<file path="src/gang_irq_pkg.sv">
// Purpose: Shared constants and types for the gang drive and pin interrupt block
// Assumes: AXI4-Lite register access, 32-bit data, one aligned word per register
// Notes:   Offsets are byte addresses
package gang_irq_pkg;

    // ----
    // Register offsets
    // ----
    localparam logic [7:0] ADDR_GANG      = 8'h00;
    localparam logic [7:0] ADDR_PC0       = 8'h04;
    localparam logic [7:0] ADDR_PIN_LEVEL = 8'h30;
    localparam logic [7:0] ADDR_POWER     = 8'h34;
    localparam logic [7:0] PORT_BASE [2]  = '{8'h10, 8'h20};
    localparam logic [7:0] SUB_ENABLE     = 8'h00;
    localparam logic [7:0] SUB_POLARITY   = 8'h04;
    localparam logic [7:0] SUB_PULL       = 8'h08;
    localparam logic [7:0] SUB_STATUS     = 8'h0c;

    // ----
    // Field positions
    // ----
    localparam int GANG_EN_BIT = 0;
    localparam int PC0_DATA    = 0;
    localparam int PC0_DRIVE   = 1;
    localparam int PC0_SLEW    = 2;
    localparam int PC0_DIR     = 3;
    localparam int SC_MODE     = 0;
    localparam int SC_IE       = 1;
    localparam int SC_ACK      = 2;
    localparam int SC_FLAG     = 3;
    localparam int PWR_ACK     = 2;
    localparam int PWR_FLAG    = 3;

    // ----
    // Reset values and responses
    // ----
    localparam logic [7:0] GANG_RESET = 8'h00;
    localparam logic [3:0] PC0_RESET  = 4'h0;
    localparam logic [3:0] IRQ_RESET  = 4'h0;
    localparam logic [1:0] RESP_OKAY   = 2'h0;
    localparam logic [1:0] RESP_SLVERR = 2'h2;

    // ----
    // Types
    // ----
    typedef struct packed {
        logic out;
        logic drive;
        logic slew;
        logic oe_n;
    } pin_drive_t;

    typedef struct packed {
        logic analog;
        logic digital;
        logic dig_out;
        logic dig_oe;
        logic gpio_out;
        logic gpio_dir;
        logic drive;
        logic slew;
    } pin_src_t;

    typedef struct packed {
        logic [3:0] enable;
        logic [3:0] polarity;
        logic [3:0] pull;
        logic       mode;
        logic       ie;
    } port_irq_cfg_t;

endpackage : gang_irq_pkg

</file>
<file path="src/pin_irq_port.sv">
// Purpose: Pin interrupt detection for one port
// Assumes: pin_raw is asynchronous to aclk
// Notes:   Flag is sticky; acknowledge is a one-cycle pulse
`timescale 1ns/100ps
`default_nettype none
module pin_irq_port
    import gang_irq_pkg::*;
#(
    parameter int PINS = 4
) (
    input  wire logic            aclk,
    input  wire logic            aresetn,
    input  wire logic [PINS-1:0] pin_raw,
    input  wire logic [PINS-1:0] enable,
    input  wire logic [PINS-1:0] polarity,
    input  wire logic            mode,
    input  wire logic            ack,
    output logic                 flag,
    output logic      [PINS-1:0] level
);

    if (PINS < 1 || PINS > 4) begin : g_check
        $error("PINS must be 1 to 4");
    end

    logic [PINS-1:0] sync1;
    logic [PINS-1:0] sync2;
    logic [PINS-1:0] sync3;
    logic [PINS-1:0] prev;
    logic [PINS-1:0] active;
    logic [PINS-1:0] edge_hit;
    logic [PINS-1:0] already;
    logic            set_flag;
    logic            clr_flag;

    // ----
    // Synchroniser and filter
    // ----
    always_ff @(posedge aclk) begin
        if (!aresetn) begin
            sync1 <= '0;
            sync2 <= '0;
            sync3 <= '0;
        end else begin
            sync1 <= pin_raw;
            sync2 <= sync1;
            sync3 <= sync2;
        end
    end

    // Level moves only when two stages agree
    always_ff @(posedge aclk) begin
        if (!aresetn) begin
            level <= '0;
        end else begin
            for (int i = 0; i < PINS; i++) begin
                if (sync2[i] == sync3[i]) begin
                    level[i] <= sync3[i];
                end
            end
        end
    end

    // ----
    // Detection
    // ----
    always_comb begin
        active   = enable & ~(level ^ polarity);
        edge_hit = active & ~prev;
        already  = active & prev;
        if (mode) begin
            set_flag = |active;
        end else begin
            set_flag = (|edge_hit) && !(|already);
        end
        clr_flag = ack && (!mode || !(|active));
    end

    // Disabled pins look asserted, so a deasserted sample must come first
    always_ff @(posedge aclk) begin
        if (!aresetn) begin
            prev <= '1;
        end else begin
            prev <= active | ~enable;
        end
    end

    // Set wins over acknowledge
    always_ff @(posedge aclk) begin
        if (!aresetn) begin
            flag <= 1'b0;
        end else if (set_flag) begin
            flag <= 1'b1;
        end else if (clr_flag) begin
            flag <= 1'b0;
        end
    end

endmodule : pin_irq_port
`default_nettype wire

</file>
<file path="src/port_gang_and_pin_interrupt.sv">
// Purpose: Ganged output drive, port A/B pin interrupts and stop-mode I/O hold
// Assumes: AXI4-Lite master keeps one write and one read in flight
// Notes:   Pin outputs are registered; hold freezes them
`timescale 1ns/100ps
`default_nettype none
module port_gang_and_pin_interrupt
    import gang_irq_pkg::*;
#(
    parameter int ADDR_W = 8
) (
    input  wire logic              aclk,
    input  wire logic              aresetn,
    input  wire logic [ADDR_W-1:0] s_axi_awaddr,
    input  wire logic              s_axi_awvalid,
    output logic                   s_axi_awready,
    input  wire logic [31:0]       s_axi_wdata,
    input  wire logic [3:0]        s_axi_wstrb,
    input  wire logic              s_axi_wvalid,
    output logic                   s_axi_wready,
    output logic [1:0]             s_axi_bresp,
    output logic                   s_axi_bvalid,
    input  wire logic              s_axi_bready,
    input  wire logic [ADDR_W-1:0] s_axi_araddr,
    input  wire logic              s_axi_arvalid,
    output logic                   s_axi_arready,
    output logic [31:0]            s_axi_rdata,
    output logic [1:0]             s_axi_rresp,
    output logic                   s_axi_rvalid,
    input  wire logic              s_axi_rready,
    input  wire pin_src_t [7:0]    pin_src,
    output var pin_drive_t [7:0]   gang_pin,
    input  wire logic [3:0]        irq_pin_a,
    input  wire logic [3:0]        irq_pin_b,
    output logic [7:0]             pull_enable,
    output logic [7:0]             pull_down,
    output logic [1:0]             port_irq,
    output logic                   wake_request,
    input  wire logic              partial_power_down,
    input  wire logic              power_down_recovered,
    output logic                   io_hold
);

    if (ADDR_W < 8 || ADDR_W > 32) begin : g_check
        $error("ADDR_W must be 8 to 32");
    end

    // ----
    // Declarations
    // ----
    logic [7:0]    ganged_drive_control;
    logic          gang_written;
    logic [3:0]    pc0;
    port_irq_cfg_t cfg [2];
    logic [1:0]    flag;
    logic [3:0]    level_a;
    logic [3:0]    level_b;
    logic          power_down_recovered_flag;
    logic          aw_full;
    logic          w_full;
    logic [7:0]    wr_addr;
    logic [31:0]   wr_data;
    logic          wr_strb0;
    logic          do_write;
    logic          wr_hit;
    logic          wr_io;
    logic          wr_ok;
    logic [1:0]    port_ack;
    logic          power_down_acknowledge;
    logic [7:0]    rd_addr;
    logic [31:0]   rd_value;
    logic          rd_hit;
    logic          next_aw_full;
    logic          next_w_full;

    // ------------------------------------------------------------
    // AXI write channels
    // ------------------------------------------------------------
    assign do_write = aw_full && w_full && !s_axi_bvalid;

    always_comb begin
        next_aw_full = aw_full;
        next_w_full  = w_full;
        if (s_axi_awvalid && s_axi_awready) begin
            next_aw_full = 1'b1;
        end else if (do_write) begin
            next_aw_full = 1'b0;
        end
        if (s_axi_wvalid && s_axi_wready) begin
            next_w_full = 1'b1;
        end else if (do_write) begin
            next_w_full = 1'b0;
        end
    end

    always_ff @(posedge aclk) begin
        if (!aresetn) begin
            aw_full       <= 1'b0;
            w_full        <= 1'b0;
            s_axi_awready <= 1'b0;
            s_axi_wready  <= 1'b0;
            wr_addr       <= '0;
            wr_data       <= '0;
            wr_strb0      <= 1'b0;
        end else begin
            aw_full       <= next_aw_full;
            w_full        <= next_w_full;
            s_axi_awready <= !next_aw_full;
            s_axi_wready  <= !next_w_full;
            if (s_axi_awvalid && s_axi_awready) begin
                wr_addr <= {s_axi_awaddr[7:2], 2'b00};
            end
            if (s_axi_wvalid && s_axi_wready) begin
                wr_data  <= s_axi_wdata;
                wr_strb0 <= s_axi_wstrb[0];
            end
        end
    end

    always_comb begin
        wr_hit = 1'b1;
        wr_io  = 1'b1;
        case (wr_addr)
            ADDR_GANG, ADDR_PC0: wr_io = 1'b1;
            PORT_BASE[0] + SUB_ENABLE, PORT_BASE[0] + SUB_POLARITY,
            PORT_BASE[0] + SUB_PULL, PORT_BASE[0] + SUB_STATUS,
            PORT_BASE[1] + SUB_ENABLE, PORT_BASE[1] + SUB_POLARITY,
            PORT_BASE[1] + SUB_PULL, PORT_BASE[1] + SUB_STATUS: wr_io = 1'b1;
            ADDR_PIN_LEVEL, ADDR_POWER: wr_io = 1'b0;
            default: begin
                wr_hit = 1'b0;
                wr_io  = 1'b0;
            end
        endcase
        // I/O writes refused until the hold is acknowledged
        wr_ok = do_write && wr_hit && wr_strb0 && !(wr_io && io_hold);
        for (int p = 0; p < 2; p++) begin
            port_ack[p] = wr_ok && wr_addr == PORT_BASE[p] + SUB_STATUS && wr_data[SC_ACK];
        end
        power_down_acknowledge = wr_ok && wr_addr == ADDR_POWER && wr_data[PWR_ACK];
    end

    always_ff @(posedge aclk) begin
        if (!aresetn) begin
            s_axi_bvalid <= 1'b0;
            s_axi_bresp  <= RESP_OKAY;
        end else if (do_write) begin
            s_axi_bvalid <= 1'b1;
            s_axi_bresp  <= (!wr_hit || (wr_io && io_hold)) ? RESP_SLVERR : RESP_OKAY;
        end else if (s_axi_bvalid && s_axi_bready) begin
            s_axi_bvalid <= 1'b0;
        end
    end

    // ------------------------------------------------------------
    // Control registers
    // ------------------------------------------------------------
    // Write-once: later writes are answered but dropped
    always_ff @(posedge aclk) begin
        if (!aresetn) begin
            ganged_drive_control <= GANG_RESET;
            gang_written         <= 1'b0;
        end else if (wr_ok && wr_addr == ADDR_GANG && !gang_written) begin
            ganged_drive_control <= wr_data[7:0];
            gang_written         <= 1'b1;
        end
    end

    always_ff @(posedge aclk) begin
        if (!aresetn) begin
            pc0 <= PC0_RESET;
        end else if (wr_ok && wr_addr == ADDR_PC0) begin
            pc0 <= wr_data[3:0];
        end
    end

    always_ff @(posedge aclk) begin
        if (!aresetn) begin
            for (int p = 0; p < 2; p++) begin
                cfg[p] <= '{IRQ_RESET, IRQ_RESET, IRQ_RESET, 1'b0, 1'b0};
            end
        end else if (wr_ok) begin
            for (int p = 0; p < 2; p++) begin
                if (wr_addr == PORT_BASE[p] + SUB_ENABLE) begin
                    cfg[p].enable <= wr_data[3:0];
                end
                if (wr_addr == PORT_BASE[p] + SUB_POLARITY) begin
                    cfg[p].polarity <= wr_data[3:0];
                end
                if (wr_addr == PORT_BASE[p] + SUB_PULL) begin
                    cfg[p].pull <= wr_data[3:0];
                end
                if (wr_addr == PORT_BASE[p] + SUB_STATUS) begin
                    cfg[p].mode <= wr_data[SC_MODE];
                    cfg[p].ie   <= wr_data[SC_IE];
                end
            end
        end
    end

    // ------------------------------------------------------------
    // Stop-mode hold and recovery
    // ------------------------------------------------------------
    // Partial power-down sets the hold; I/O resumes only after the acknowledge write
    always_ff @(posedge aclk) begin
        if (!aresetn) begin
            io_hold <= 1'b0;
        end else if (partial_power_down) begin
            io_hold <= 1'b1;
        end else if (power_down_acknowledge) begin
            io_hold <= 1'b0;
        end
    end

    always_ff @(posedge aclk) begin
        if (!aresetn) begin
            power_down_recovered_flag <= 1'b0;
        end else if (power_down_recovered) begin
            power_down_recovered_flag <= 1'b1;
        end else if (power_down_acknowledge) begin
            power_down_recovered_flag <= 1'b0;
        end
    end

    // ------------------------------------------------------------
    // Pin interrupt ports
    // ------------------------------------------------------------
    pin_irq_port #(
        .PINS (4)
    ) u_port_a (
        .aclk     (aclk),
        .aresetn  (aresetn),
        .pin_raw  (irq_pin_a),
        .enable   (cfg[0].enable),
        .polarity (cfg[0].polarity),
        .mode     (cfg[0].mode),
        .ack      (port_ack[0]),
        .flag     (flag[0]),
        .level    (level_a)
    );

    pin_irq_port #(
        .PINS (4)
    ) u_port_b (
        .aclk     (aclk),
        .aresetn  (aresetn),
        .pin_raw  (irq_pin_b),
        .enable   (cfg[1].enable),
        .polarity (cfg[1].polarity),
        .mode     (cfg[1].mode),
        .ack      (port_ack[1]),
        .flag     (flag[1]),
        .level    (level_b)
    );

    always_ff @(posedge aclk) begin
        if (!aresetn) begin
            port_irq     <= 2'h0;
            wake_request <= 1'b0;
            pull_enable  <= 8'h00;
            pull_down    <= 8'h00;
        end else begin
            port_irq     <= flag & {cfg[1].ie, cfg[0].ie};
            wake_request <= |(flag & {cfg[1].ie, cfg[0].ie});
            pull_enable  <= {cfg[1].pull, cfg[0].pull};
            pull_down    <= {cfg[1].polarity, cfg[0].polarity};
        end
    end

    // ------------------------------------------------------------
    // Pin output selection
    // ------------------------------------------------------------
    // Bit 0 of the gang register is the enable and also selects C0
    always_ff @(posedge aclk) begin
        if (!aresetn) begin
            for (int i = 0; i < 8; i++) begin
                gang_pin[i] <= '{1'b0, 1'b0, 1'b0, 1'b1};
            end
        end else if (!io_hold) begin
            for (int i = 0; i < 8; i++) begin
                if (pin_src[i].analog) begin
                    gang_pin[i] <= '{1'b0, 1'b0, 1'b0, 1'b1};
                end else if (ganged_drive_control[GANG_EN_BIT] && ganged_drive_control[i]) begin
                    gang_pin[i] <= '{pc0[PC0_DATA], pc0[PC0_DRIVE], pc0[PC0_SLEW], 1'b0};
                end else if (pin_src[i].digital) begin
                    gang_pin[i] <= '{pin_src[i].dig_out, pin_src[i].drive,
                                     pin_src[i].slew, !pin_src[i].dig_oe};
                end else if (i == 0) begin
                    gang_pin[i] <= '{pc0[PC0_DATA], pc0[PC0_DRIVE], pc0[PC0_SLEW], !pc0[PC0_DIR]};
                end else begin
                    gang_pin[i] <= '{pin_src[i].gpio_out, pin_src[i].drive,
                                     pin_src[i].slew, !pin_src[i].gpio_dir};
                end
            end
        end
    end

    // ----
    // AXI read channel
    // ----
    assign rd_addr = {s_axi_araddr[7:2], 2'b00};

    always_comb begin
        rd_value = 32'h0000_0000;
        rd_hit   = 1'b1;
        case (rd_addr)
            ADDR_GANG:      rd_value[7:0] = ganged_drive_control;
            ADDR_PC0:       rd_value[3:0] = pc0;
            ADDR_PIN_LEVEL: rd_value[7:0] = {level_b, level_a};
            ADDR_POWER:     rd_value[PWR_FLAG] = power_down_recovered_flag;
            default: begin
                rd_hit = 1'b0;
                for (int p = 0; p < 2; p++) begin
                    if (rd_addr == PORT_BASE[p] + SUB_ENABLE) begin
                        rd_value[3:0] = cfg[p].enable;
                        rd_hit        = 1'b1;
                    end
                    if (rd_addr == PORT_BASE[p] + SUB_POLARITY) begin
                        rd_value[3:0] = cfg[p].polarity;
                        rd_hit        = 1'b1;
                    end
                    if (rd_addr == PORT_BASE[p] + SUB_PULL) begin
                        rd_value[3:0] = cfg[p].pull;
                        rd_hit        = 1'b1;
                    end
                    if (rd_addr == PORT_BASE[p] + SUB_STATUS) begin
                        rd_value[SC_MODE] = cfg[p].mode;
                        rd_value[SC_IE]   = cfg[p].ie;
                        rd_value[SC_FLAG] = flag[p];
                        rd_hit            = 1'b1;
                    end
                end
            end
        endcase
    end

    always_ff @(posedge aclk) begin
        if (!aresetn) begin
            s_axi_arready <= 1'b0;
            s_axi_rvalid  <= 1'b0;
            s_axi_rdata   <= 32'h0000_0000;
            s_axi_rresp   <= RESP_OKAY;
        end else if (s_axi_arvalid && s_axi_arready) begin
            s_axi_arready <= 1'b0;
            s_axi_rvalid  <= 1'b1;
            s_axi_rdata   <= rd_value;
            s_axi_rresp   <= rd_hit ? RESP_OKAY : RESP_SLVERR;
        end else if (s_axi_rvalid && s_axi_rready) begin
            s_axi_rvalid  <= 1'b0;
            s_axi_arready <= 1'b1;
        end else if (!s_axi_rvalid) begin
            s_axi_arready <= 1'b1;
        end
    end

endmodule : port_gang_and_pin_interrupt
`default_nettype wire

</file>
<file path="config.mk">
export PLATFORM = sky130hd
export DESIGN_NAME = port_gang_and_pin_interrupt
export DESIGN_NICKNAME = d
export VERILOG_FILES = /design/src/gang_irq_pkg.sv /design/src/pin_irq_port.sv /design/src/port_gang_and_pin_interrupt.sv
export SDC_FILE = /design/constraint.sdc
export NUM_CORES = 1
export LEC_CHECK = 0
export BUFFER_PORTS_ARGS = -buffer_cell sky130_fd_sc_hd__buf_2
export CORE_MARGIN = 2
export CORE_UTILIZATION = 51
export DETAILED_ROUTE_END_ITERATION = 12
export HOLD_SLACK_MARGIN = 0.02
export PLACE_DENSITY = 0.9
export SYNTH_ARGS = -nofsm -noshare
export SYNTH_HDL_FRONTEND = slang
export SYNTH_SLANG_ARGS = --single-unit
</file>
<file path="constraint.sdc">
create_clock -name aclk -period 2.4 [get_ports aclk]
set_input_delay 0.12 -clock aclk [delete_from_list [all_inputs] [get_ports aclk]]
set_output_delay 0.12 -clock aclk [all_outputs]
set_load 0.02 [all_outputs]
</file>
==> results.json, run 1 <==
{
  "detail_route.wl_per_cell_um": 16.5,
  "layout_worst_path_cycle_share_pct": 92.0,
  "detailroute.via_count": 6255,
  "core_area_um2": 13700,
  "groute.usage.overall_pct": 24.4,
  "final_nets": 1062,
  "standard_cell_rows": 43,
  "p_total_mw": 6.26,
  "grt.busiest_layer": "met2",
  "tns_ns": 0,
  "clock_skew_ns": 0.00748,
  "cp.buffers_inverters": 0,
  "syn-instance-count": 742,
  "max_freq_mhz": 453,
  "worst_hold_path_class": "input pin to flip-flop",
  "layout-area-overhead-vs-synth_pct": 25.3,
  "final-hold-violation-count": 0,
  "yosys.area.top_type": "dfxtp_1",
  "die-area_um2": 14900,
  "timing.critical_path.from_type": "flip-flop",
  "chain_of_cells_forming_the_critical_path": "nand2_1, a2111o_1, or4_1, nand2_1",
  "cts_inserted_buffers": 17,
  "clkSinkCount": 168,
  "grt_setup_unrepaired": "no",
  "mappedNetlistArea_um2": 7090,
  "power-per-cell-area_nw_per_um2": 705,
  "cp_max_fo": 10,
  "grtUsageMet2_pct": 38.9,
  "cts.reportedPaths.clkPinSlew_ns": 0.06,
  "drt_first_iter_violations": 524,
  "placement.io_buffers": 166,
  "leakagePower_nw": 3.64,
  "place_congestion": 0.892,
  "syn_avg_cell_area_um2": 9.56,
  "seq_total_area_yosys_pct": 51.4,
  "top_level_ports": 226,
  "chipHeight_um": 122,
  "synth_edf_count": 28,
  "max_cap_viol_count": 0,
  "post-dp-hpwl_um": 12500,
  "post-route-drc-count": 0,
  "synth_seq_cells": 168,
  "worst_ep_required_time_ns": 2.53,
  "grt_antenna_before_repair": 0,
  "critPathTopFamily": "simple AND/OR/NAND/NOR gates",
  "ant_nets": 0,
  "finalWirelength_um": 18500,
  "timing.final.setup_violations": 0,
  "global_route_wire_length_before_repair_um": 28200,
  "drt_pass1_iterations": 7,
  "clkLatencyLatePin_ns": 0.42,
  "synth.lib_cells_used.distinct": 60,
  "groute.layer.met3.usage_pct": 6.37,
  "cts_setup_buffers": 0,
  "grt_max_degree": 77,
  "synth_flop_cell": "dfxtp_1",
  "diodes": 0,
  "cp_slowest_stage_delay_ns": 0.55,
  "die_w_um": 122,
  "viasPerCell": 5.58,
  "timing.max_slew.rel_slack_pct": 45.7,
  "max_slew_vio_count": 0,
  "worst_setup_path_end_kind": "flip-flop",
  "grt_overflow_total": 0,
  "area_contributors_post_synth": "dfxtp_1, edfxtp_1, nand2_1",
  "critical-path-slowest-cell": "or4_1",
  "vdd_drop_max_uv": 484,
  "synth_top_cell_area_share_pct": 39.5,
  "path_common_cell": "nand2_1",
  "cp_data_arrival_time_ns": 2.34,
  "synth.yosys.warnings": 0,
  "initial_core_utilization_pct": 51.7,
  "status": "completed",
  "clock_tree_from_tritoncts": "built",
  "cts_htree_levels": 4,
  "grt_util_met1_pct": 32.1,
  "synthArstFlopShare_pct": 0,
  "root_buffer_cell": "clkbuf_16",
  "number_of_global_route_vias_before_repair": 5618,
  "tightestPinTransition_ns": 0.803,
  "timing.setup.critical_path_class": "flip-flop to flip-flop",
  "nFillCells": 1049,
  "max-clock-path-buffers": 2,
  "final.min_clock_period_ns": 2.21,
  "drive_gt1_share_pct": 26.0
}
[routing by layer]
| metal | vias to the layer above | wire length [um] | part of all wire, % |
|---|---|---|---|
| li1 | 2947 | - | - |
| met1 | 2941 | 7560 | 41 |
| met2 | 320 | 8840 | 48 |
| met4 | 0 | 450 | 2.4 |
| met3 | 47 | 1600 | 8.7 |
| met5 | - | 0 | 0 |
[state kept, by name, indices dropped and copies added (netlist names), 4 cells and up]
register,cells
s_axi_rdata,8
u_port_a.prev,4
u_port_b.level,4
pc0,4
u_port_a.sync1,4
pull_down,8
u_port_a.sync3,4
u_port_b.prev,4
wr_data,8
u_port_b.sync2,4
u_port_a.sync2,4
u_port_b.sync3,4
cfg,28
pull_enable,8
ganged_drive_control,8
wr_addr,6
u_port_b.sync1,4
u_port_a.level,4
gang_pin,32
[logic make-up after synthesis]
group,share of synthesized area (%)
other,0.0529
AND/OR/NAND/NOR,20.0
flip-flops,51.4
XOR/XNOR,1.11
buffers and inverters,5.75
AO/OA/AOI/OAI,15.0
multiplexers,6.71
[placed cells by master, fill, tap and decap left out, drive strengths merged, types with 13 or more instances in the layout]
| master | netlist | routed |
|---|---|---|
| a21oi | 62 | 62 |
| dfxtp | 140 | 140 |
| nor2 | 25 | 25 |
| nand2 | 96 | 96 |
| conb | 1 | 26 |
| dlygate4sd3 | 0 | 35 |
| clkbuf | 33 | 24 |
| mux2 | 20 | 20 |
| mux2i | 16 | 16 |
| nor2b | 13 | 13 |
| edfxtp | 28 | 28 |
| buf | 38 | 179 |
| o21ai | 45 | 45 |
| and2 | 50 | 50 |
| nand3 | 33 | 33 |
[path summary, 6_finish.rpt]
check,start,end,slack (ns),cells past startpoint
worst min register to register,u_port_a.sync1[1],u_port_a.sync2[1],0.43,1
worst min-delay path,s_axi_awvalid,wr_addr[3],0.04,3
worst max register to register,wr_addr[5],cfg[1][0],0.19,4
worst max-delay path,wr_addr[5],cfg[1][0],0.19,4
[area by class of cell]
cell class	instances	area (um2)	share of cell area (%)
well taps	180	225	2.54
repair buffers	214	1280	14.4
multi-input cells	519	3130	35.3
inverters	9	33.8	0.380
clock inverters	7	66.3	0.746
clock buffers	24	503	5.66
flip-flops and latches	168	3640	41.0
[worst register-to-register path, cell delays in order (launching register included)]
cell	delay (ns)
dfxtp_1	0.53
nand2_1	0.17
a2111o_1	0.53
or4_1	0.55
nand2_1	0.13
[synth_stat cells, types with 16 or more instances]
cell      count
mux2i_1      16
clkbuf_1     33
edfxtp_1     28
nand3_1      33
and2_1       50
buf_4        27
nand2_1      96
dfxtp_1     140
a21oi_1      62
o21ai_0      41
mux2_2       20
nor2_1       25
[repair_timing]
action,in CTS,in global routing
endpoints found under the hold margin,44,0
endpoints found under the setup margin,0,3
resized for setup,0,1
hold buffers,35,0
[per-stage QoR]
| step | setup slack [ns] | area [um2] | hold WS [ns] | std cells | utilization, % |
|---|---|---|---|---|---|
| final | 0.192 | 8880 | 0.0446 | 1121 | 64.8 |
| after detailed placement | 0.152 | 7960 | 0.332 | 1055 | 58.0 |
| after global routing | 0.0747 | 8880 | 0.0347 | 1121 | 64.8 |
| after CTS | 0.133 | 8880 | 0.0337 | 1121 | 64.8 |
| after floorplan | 0.340 | 7180 | 0.244 | 767 | - |
| after global placement | 0.285 | 7960 | 0.330 | 1055 | 58.0 |
[power by group]
group / switching (mW) / internal, mW
logic: 0.372 / 0.267
registers: 0.0755 / 2.96
clock network: 1.02 / 1.56
(Power assumes the default switching activity.)
==> inputs of run 2 (changes only) <==
==> constraint.sdc (replaced) <==
create_clock -name aclk -period 2.4 [get_ports aclk]
set_input_delay 0.48 -clock aclk [delete_from_list [all_inputs] [get_ports aclk]]
set_output_delay 0.48 -clock aclk [all_outputs]
set_load 0.02 [all_outputs]
==> run 2 against run 1 <==
Worst hold slack improved by 0.21 ns. Routed wire length is 1.2% lower. Utilization decreased by 1.7 points. Maximum frequency is 6.1% higher. Count of clock-buffer cells in the layout is 7 lower. Largest cell class unchanged. Flip-flop and latch count stayed put. Via count fell by 1.7%. Register-to-register slack better by 0.13 ns.
==> results.json, run 2 (synthesis gave the netlist of run 1 again) <==
{
  "status": "completed",
  "clkLatencyLatePin_ns": 0.43,
  "drive_gt1_share_pct": 27.9,
  "critPathTopFamily": "simple AND/OR/NAND/NOR gates",
  "max_slew_vio_count": 0,
  "grt_setup_unrepaired": "no",
  "timing.critical_path.from_type": "flip-flop",
  "standard_cell_rows": 43,
  "largest_registers": "gang_pin: 32 flops, cfg: 28 flops",
  "final.min_clock_period_ns": 2.08,
  "final-hold-violation-count": 0,
  "clkSinkCount": 168,
  "groute.usage.overall_pct": 23.8,
  "layout_commonest_cell": "buf_2",
  "root_buffer_cell": "clkbuf_16",
  "initial_core_utilization_pct": 51.7,
  "layout.core_utilization_pct": 63.1,
  "worst_ep_required_time_ns": 2.54,
  "detailed_place.area_um2": 8020,
  "max_freq_mhz": 480,
  "top_level_ports": 226,
  "final_nets": 1034,
  "layout-area-overhead-vs-synth_pct": 22.1,
  "chain_of_cells_forming_the_critical_path": "or2_2, a2111o_1, or4_1, nand2_1",
  "finalWirelength_um": 18200,
  "cp_data_arrival_time_ns": 2.23,
  "switchingPower_mw": 1.61,
  "cp_max_fo": 8,
  "vdd_drop_max_uv": 552,
  "worst_setup_path_end_kind": "flip-flop",
  "ant_nets": 0,
  "critical-path-slowest-cell": "or4_1",
  "final_cell_mix": "buf_2, dfxtp_1, nand2_1",
  "detail_route.wl_per_cell_um": 16.7,
  "timing.final.setup_violations": 0,
  "top_register": "gang_pin",
  "stdcell_area_um2": 8660,
  "max-clock-path-buffers": 2,
  "clock_tree_from_tritoncts": "built",
  "die-area_um2": 14900,
  "power.share.sequential_pct": 46.2,
  "number_of_flip_flops_in_the_largest_register": 32,
  "post-dp-hpwl_um": 12700,
  "core_area_um2": 13700,
  "grt_overflow_total": 0,
  "max_cap_viol_count": 0,
  "post-route-drc-count": 0,
  "drt_pass1_iterations": 5,
  "worst_hold_path_class": "input pin to flip-flop",
  "cts_htree_levels": 4,
  "power-per-cell-area_nw_per_um2": 759,
  "drt_first_iter_violations": 594,
  "sw_frac_of_total_pct": 24.5,
  "cts_setup_buffers": 0,
  "place_congestion": 0.859,
  "cts_inserted_buffers": 17,
  "cts-resized-gates": 0,
  "p_clk_share_pct": 44.6,
  "clock_skew_ns": 0.0117,
  "timing.setup.critical_path_class": "flip-flop to flip-flop",
  "cp_slowest_stage_delay_ns": 0.55,
  "grt_antenna_before_repair": 0,
  "p_total_mw": 6.57,
  "global_route_wire_length_before_repair_um": 27500,
  "tns_ns": 0,
  "grt_max_degree": 54,
  "diodes": 0,
  "detailroute.via_count": 6148,
  "cts.reportedPaths.clkPinSlew_ns": 0.07,
  "viasPerCell": 5.62,
  "number_of_global_route_vias_before_repair": 5571,
  "leakagePower_nw": 3.56,
  "gate_power_share_pct": 9.2,
  "placement.io_buffers": 166,
  "timing.max_slew.rel_slack_pct": 60.6,
  "p_int_mw": 4.96,
  "die_w_um": 122,
  "chipHeight_um": 122,
  "layout_worst_path_cycle_share_pct": 86.7,
  "cp.buffers_inverters": 0,
  "tightestPinTransition_ns": 0.589,
  "cts_hold_buf": 0
}
-- run 2: cell types whose count changed in the layout (fill, tap and decap cells not counted), sizes merged --
cell and delta:
dlygate4sd3 -35, buf +7, clkbuf -7, inv +4, bufinv +3, clkinv +1
-- run 2: worst register-to-register path: cells and delay by family (launching register included) --
| family | cells | cell delay, ns |
|---|---|---|
| flip-flops | 1 | 0.34 |
| AND/OR/NAND/NOR | 3 | 1.05 |
| AO/OA/AOI/OAI | 1 | 0.42 |
-- run 2: final timing paths --
check                                        from                end  slack (ns)  depth (start not counted)
worst max-delay path                   wr_addr[6]          cfg[1][1]        0.32                          4
worst min-delay path                 irq_pin_a[0]  u_port_a.sync1[0]        0.26                          2
worst max register to register         wr_addr[6]          cfg[1][1]        0.32                          4
worst min register to register  u_port_a.sync1[3]  u_port_a.sync2[3]        0.43                          1
-- run 2: layout make-up --
cell class	instances	area [um2]
well taps	180	225
clock buffers	17	425
flip-flops and latches	168	3640
inverters	9	33.8
clock inverters	15	215
repair buffers	186	981
fillers	1089	5060
multi-input cells	519	3130
-- run 2: power by group through the flow --
stage / Combinational (mW) / Sequential [mW] / Clock, mW
after CTS: 0.601 / 3.03 / 2.95
after global routing: 0.660 / 3.04 / 3.07
after global placement: 0.578 / 3.09 / 0
after detailed placement: 0.592 / 3.09 / 0
after floorplan: 0.361 / 3.13 / 0
final: 0.607 / 3.04 / 2.93
-- run 2: metrics by stage --
| stage | setup slack [ns] | cells | hold WS, ns |
|---|---|---|---|
| after global placement | 0.377 | 1062 | 0.417 |
| after floorplan | 0.340 | 767 | 0.412 |
| after detailed placement | 0.332 | 1062 | 0.419 |
| final | 0.318 | 1094 | 0.259 |
| after CTS | 0.324 | 1094 | 0.248 |
| after global routing | 0.221 | 1094 | 0.258 |
-- run 2: routing by layer --
| layer | track usage (%) | routed length [um] | share of wire [%] |
|---|---|---|---|
| met5 | 0 | 0 | 0 |
| met4 | 9.34 | 395 | 2.2 |
| met3 | 5.95 | 1480 | 8.1 |
| met2 | 38.6 | 9000 | 49 |
| met1 | 30.6 | 7360 | 40 |
==> inputs of run 3 (changes only) <==
--- a/config.mk
+++ b/config.mk
@@ -5,10 +5,11 @@
 export SDC_FILE = /design/constraint.sdc
 export NUM_CORES = 1
 export LEC_CHECK = 0
-export BUFFER_PORTS_ARGS = -buffer_cell sky130_fd_sc_hd__buf_2
+export BUFFER_PORTS_ARGS = -buffer_cell sky130_fd_sc_hd__buf_4
 export CORE_MARGIN = 2
 export CORE_UTILIZATION = 51
 export DETAILED_ROUTE_END_ITERATION = 12
+export GPL_TIMING_DRIVEN = 0
 export HOLD_SLACK_MARGIN = 0.02
 export PLACE_DENSITY = 0.9
 export SYNTH_ARGS = -nofsm -noshare
==> run 3 against run 2 <==
Non-clock buffer count increased by 49. Utilization increased by 4.5 points. Final area increased by 7.2%. Sequential share of layout area is 2.8 points lower. Critical path depth unchanged. Clock power down 6.8%. Global-route usage is 2.4 points higher. Critical endpoint is now cfg[1][2]. Routed wire length grew 8.3%. Register-to-register slack worse by 0.23 ns. Sequential power about the same.
==> results.json, run 3 (synthesis gave the netlist of run 1 again) <==
{
  "viasPerCell": 5.60,
  "number_of_flip_flops_in_the_largest_register": 32,
  "leakagePower_nw": 3.77,
  "diodes": 0,
  "number_of_global_route_vias_before_repair": 5914,
  "worst_setup_path_end_kind": "flip-flop",
  "cts_htree_levels": 4,
  "drt_first_iter_violations": 731,
  "max_cap_viol_count": 0,
  "final_nets": 1083,
  "finalWirelength_um": 19800,
  "max-clock-path-buffers": 2,
  "final.min_clock_period_ns": 2.31,
  "root_buffer_cell": "clkbuf_16",
  "cts_hold_buf": 0,
  "p_total_mw": 6.49,
  "detail_route.wl_per_cell_um": 17.3,
  "timing.final.setup_violations": 0,
  "groute.usage.overall_pct": 26.2,
  "timing.max_slew.rel_slack_pct": 49.1,
  "die-area_um2": 14900,
  "cp_data_arrival_time_ns": 2.38,
  "post-dp-hpwl_um": 14400,
  "status": "completed",
  "post-route-drc-count": 0,
  "nFillCells": 1032,
  "tightestPinTransition_ns": 0.753,
  "cts_setup_buffers": 0,
  "core_area_um2": 13700,
  "cp_max_fo": 10,
  "timing.setup.critical_path_class": "flip-flop to flip-flop",
  "max_slew_vio_count": 0,
  "cts-resized-gates": 2,
  "placement.io_buffers": 164,
  "layout_worst_path_cycle_share_pct": 96.4,
  "layout-area-overhead-vs-synth_pct": 30.8,
  "timing.critical_path.from_type": "flip-flop",
  "chipHeight_um": 122,
  "flip_flop_and_latch_area_um2": 3640,
  "detailed_place.area_um2": 8640,
  "global_route_wire_length_before_repair_um": 29900,
  "final_cell_mix": "buf_4, dfxtp_1, nand2_1",
  "largest_registers": "gang_pin: 32 flops, cfg: 28 flops",
  "clkLatencyLatePin_ns": 0.43,
  "final-hold-violation-count": 0,
  "clock_tree_from_tritoncts": "built",
  "ant_nets": 0,
  "critical-path-slowest-cell": "o21ai_0",
  "stdcell_area_um2": 9280,
  "top_register": "gang_pin",
  "cp_slowest_stage_delay_ns": 0.49,
  "drive_gt1_share_pct": 27.7,
  "vdd_drop_max_uv": 431,
  "clock_skew_ns": 0.00893,
  "finalNonFillerCells": 1143,
  "worst_ep_required_time_ns": 2.47,
  "cp.buffers_inverters": 1,
  "drt_pass1_iterations": 5,
  "critPathTopFamily": "compound AO/OA/AOI/OAI gates",
  "chain_of_cells_forming_the_critical_path": "nand4b_2, a2111o_1, clkbuf_1, o21ai_0",
  "grt_overflow_total": 0,
  "detailroute.via_count": 6402,
  "die_w_um": 122,
  "post-place-cells": 1111,
  "standard_cell_rows": 43,
  "top_level_ports": 226,
  "cts_inserted_buffers": 17,
  "max_freq_mhz": 432,
  "initial_core_utilization_pct": 51.7,
  "grt_antenna_before_repair": 0,
  "place_congestion": 0.898,
  "worst_hold_path_class": "input pin to flip-flop",
  "grt_max_degree": 17,
  "layout_commonest_cell": "buf_4",
  "cts.reportedPaths.clkPinSlew_ns": 0.06,
  "area_taken_by_multi_input_logic_gates_um2": 3170,
  "clkSinkCount": 168,
  "power-per-cell-area_nw_per_um2": 700
}
run 3: cell count changes in the layout (fill, tap and decap cells not counted), sizes merged:
| cell | before | now |
|---|---|---|
| buf | 186 | 202 |
| bufinv | 4 | 1 |
| clkbuf | 17 | 57 |
| clkinv | 4 | 2 |
| clkinvlp | 2 | 3 |
| inv | 14 | 11 |
run 3: power breakdown:
group	leakage, nW	internal (mW)	switching [mW]
Clock	0.285	1.61	1.12
Combinational	2.05	0.329	0.401
Sequential	1.43	2.96	0.0712
run 3: worst reg2reg max path, delay by kind of cell (launching register included):
| family | cells | cell delay, ns |
|---|---|---|
| flops | 1 | 0.36 |
| buf+inv | 1 | 0.25 |
| compound gates | 2 | 0.95 |
| simple gates | 1 | 0.40 |
run 3: final timing paths:
path | startpoint | end | slack [ns] | cells past startpoint
setup / recovery | s_axi_bvalid | cfg[1][2] | 0.09 | 4
setup reg to reg | s_axi_bvalid | cfg[1][2] | 0.09 | 4
hold / removal | irq_pin_a[1] | u_port_a.sync1[1] | 0.26 | 2
hold reg to reg | u_port_b.sync1[3] | u_port_b.sync2[3] | 0.42 | 1
run 3: area by class of cell:
cell class | instances | share of cell area, %
plain buffers | 71 | 4.03
clock buffers | 24 | 5.53
clock inverters | 8 | 0.904
inverters | 9 | 0.364
multi-input cells | 519 | 34.2
flip-flops and latches | 168 | 39.3
well taps | 180 | 2.43
repair buffers | 164 | 13.3
run 3: per-layer routing:
layer	vias up	global-route usage, %	part of all wire [%]
li1	2992	-	-
met1	3004	33.7	40
met2	349	42.6	48
met3	57	5.48	9.2
met4	0	11.5	3.0
met5	-	0	0
run 3: per-stage QoR:
step | utilization [%] | hold slack, ns | worst slack, ns | TNS [ns]
finish | 67.6 | 0.261 | 0.0875 | 0
global route | 67.6 | 0.270 | -0.00512 | -0.0129
CTS | 67.4 | 0.251 | 0.0288 | 0
detailed placement | 63.0 | 0.419 | -0.339 | -8.23
global placement | 63.0 | 0.417 | -0.350 | -8.20
floorplan | - | 0.412 | 0.340 | 0
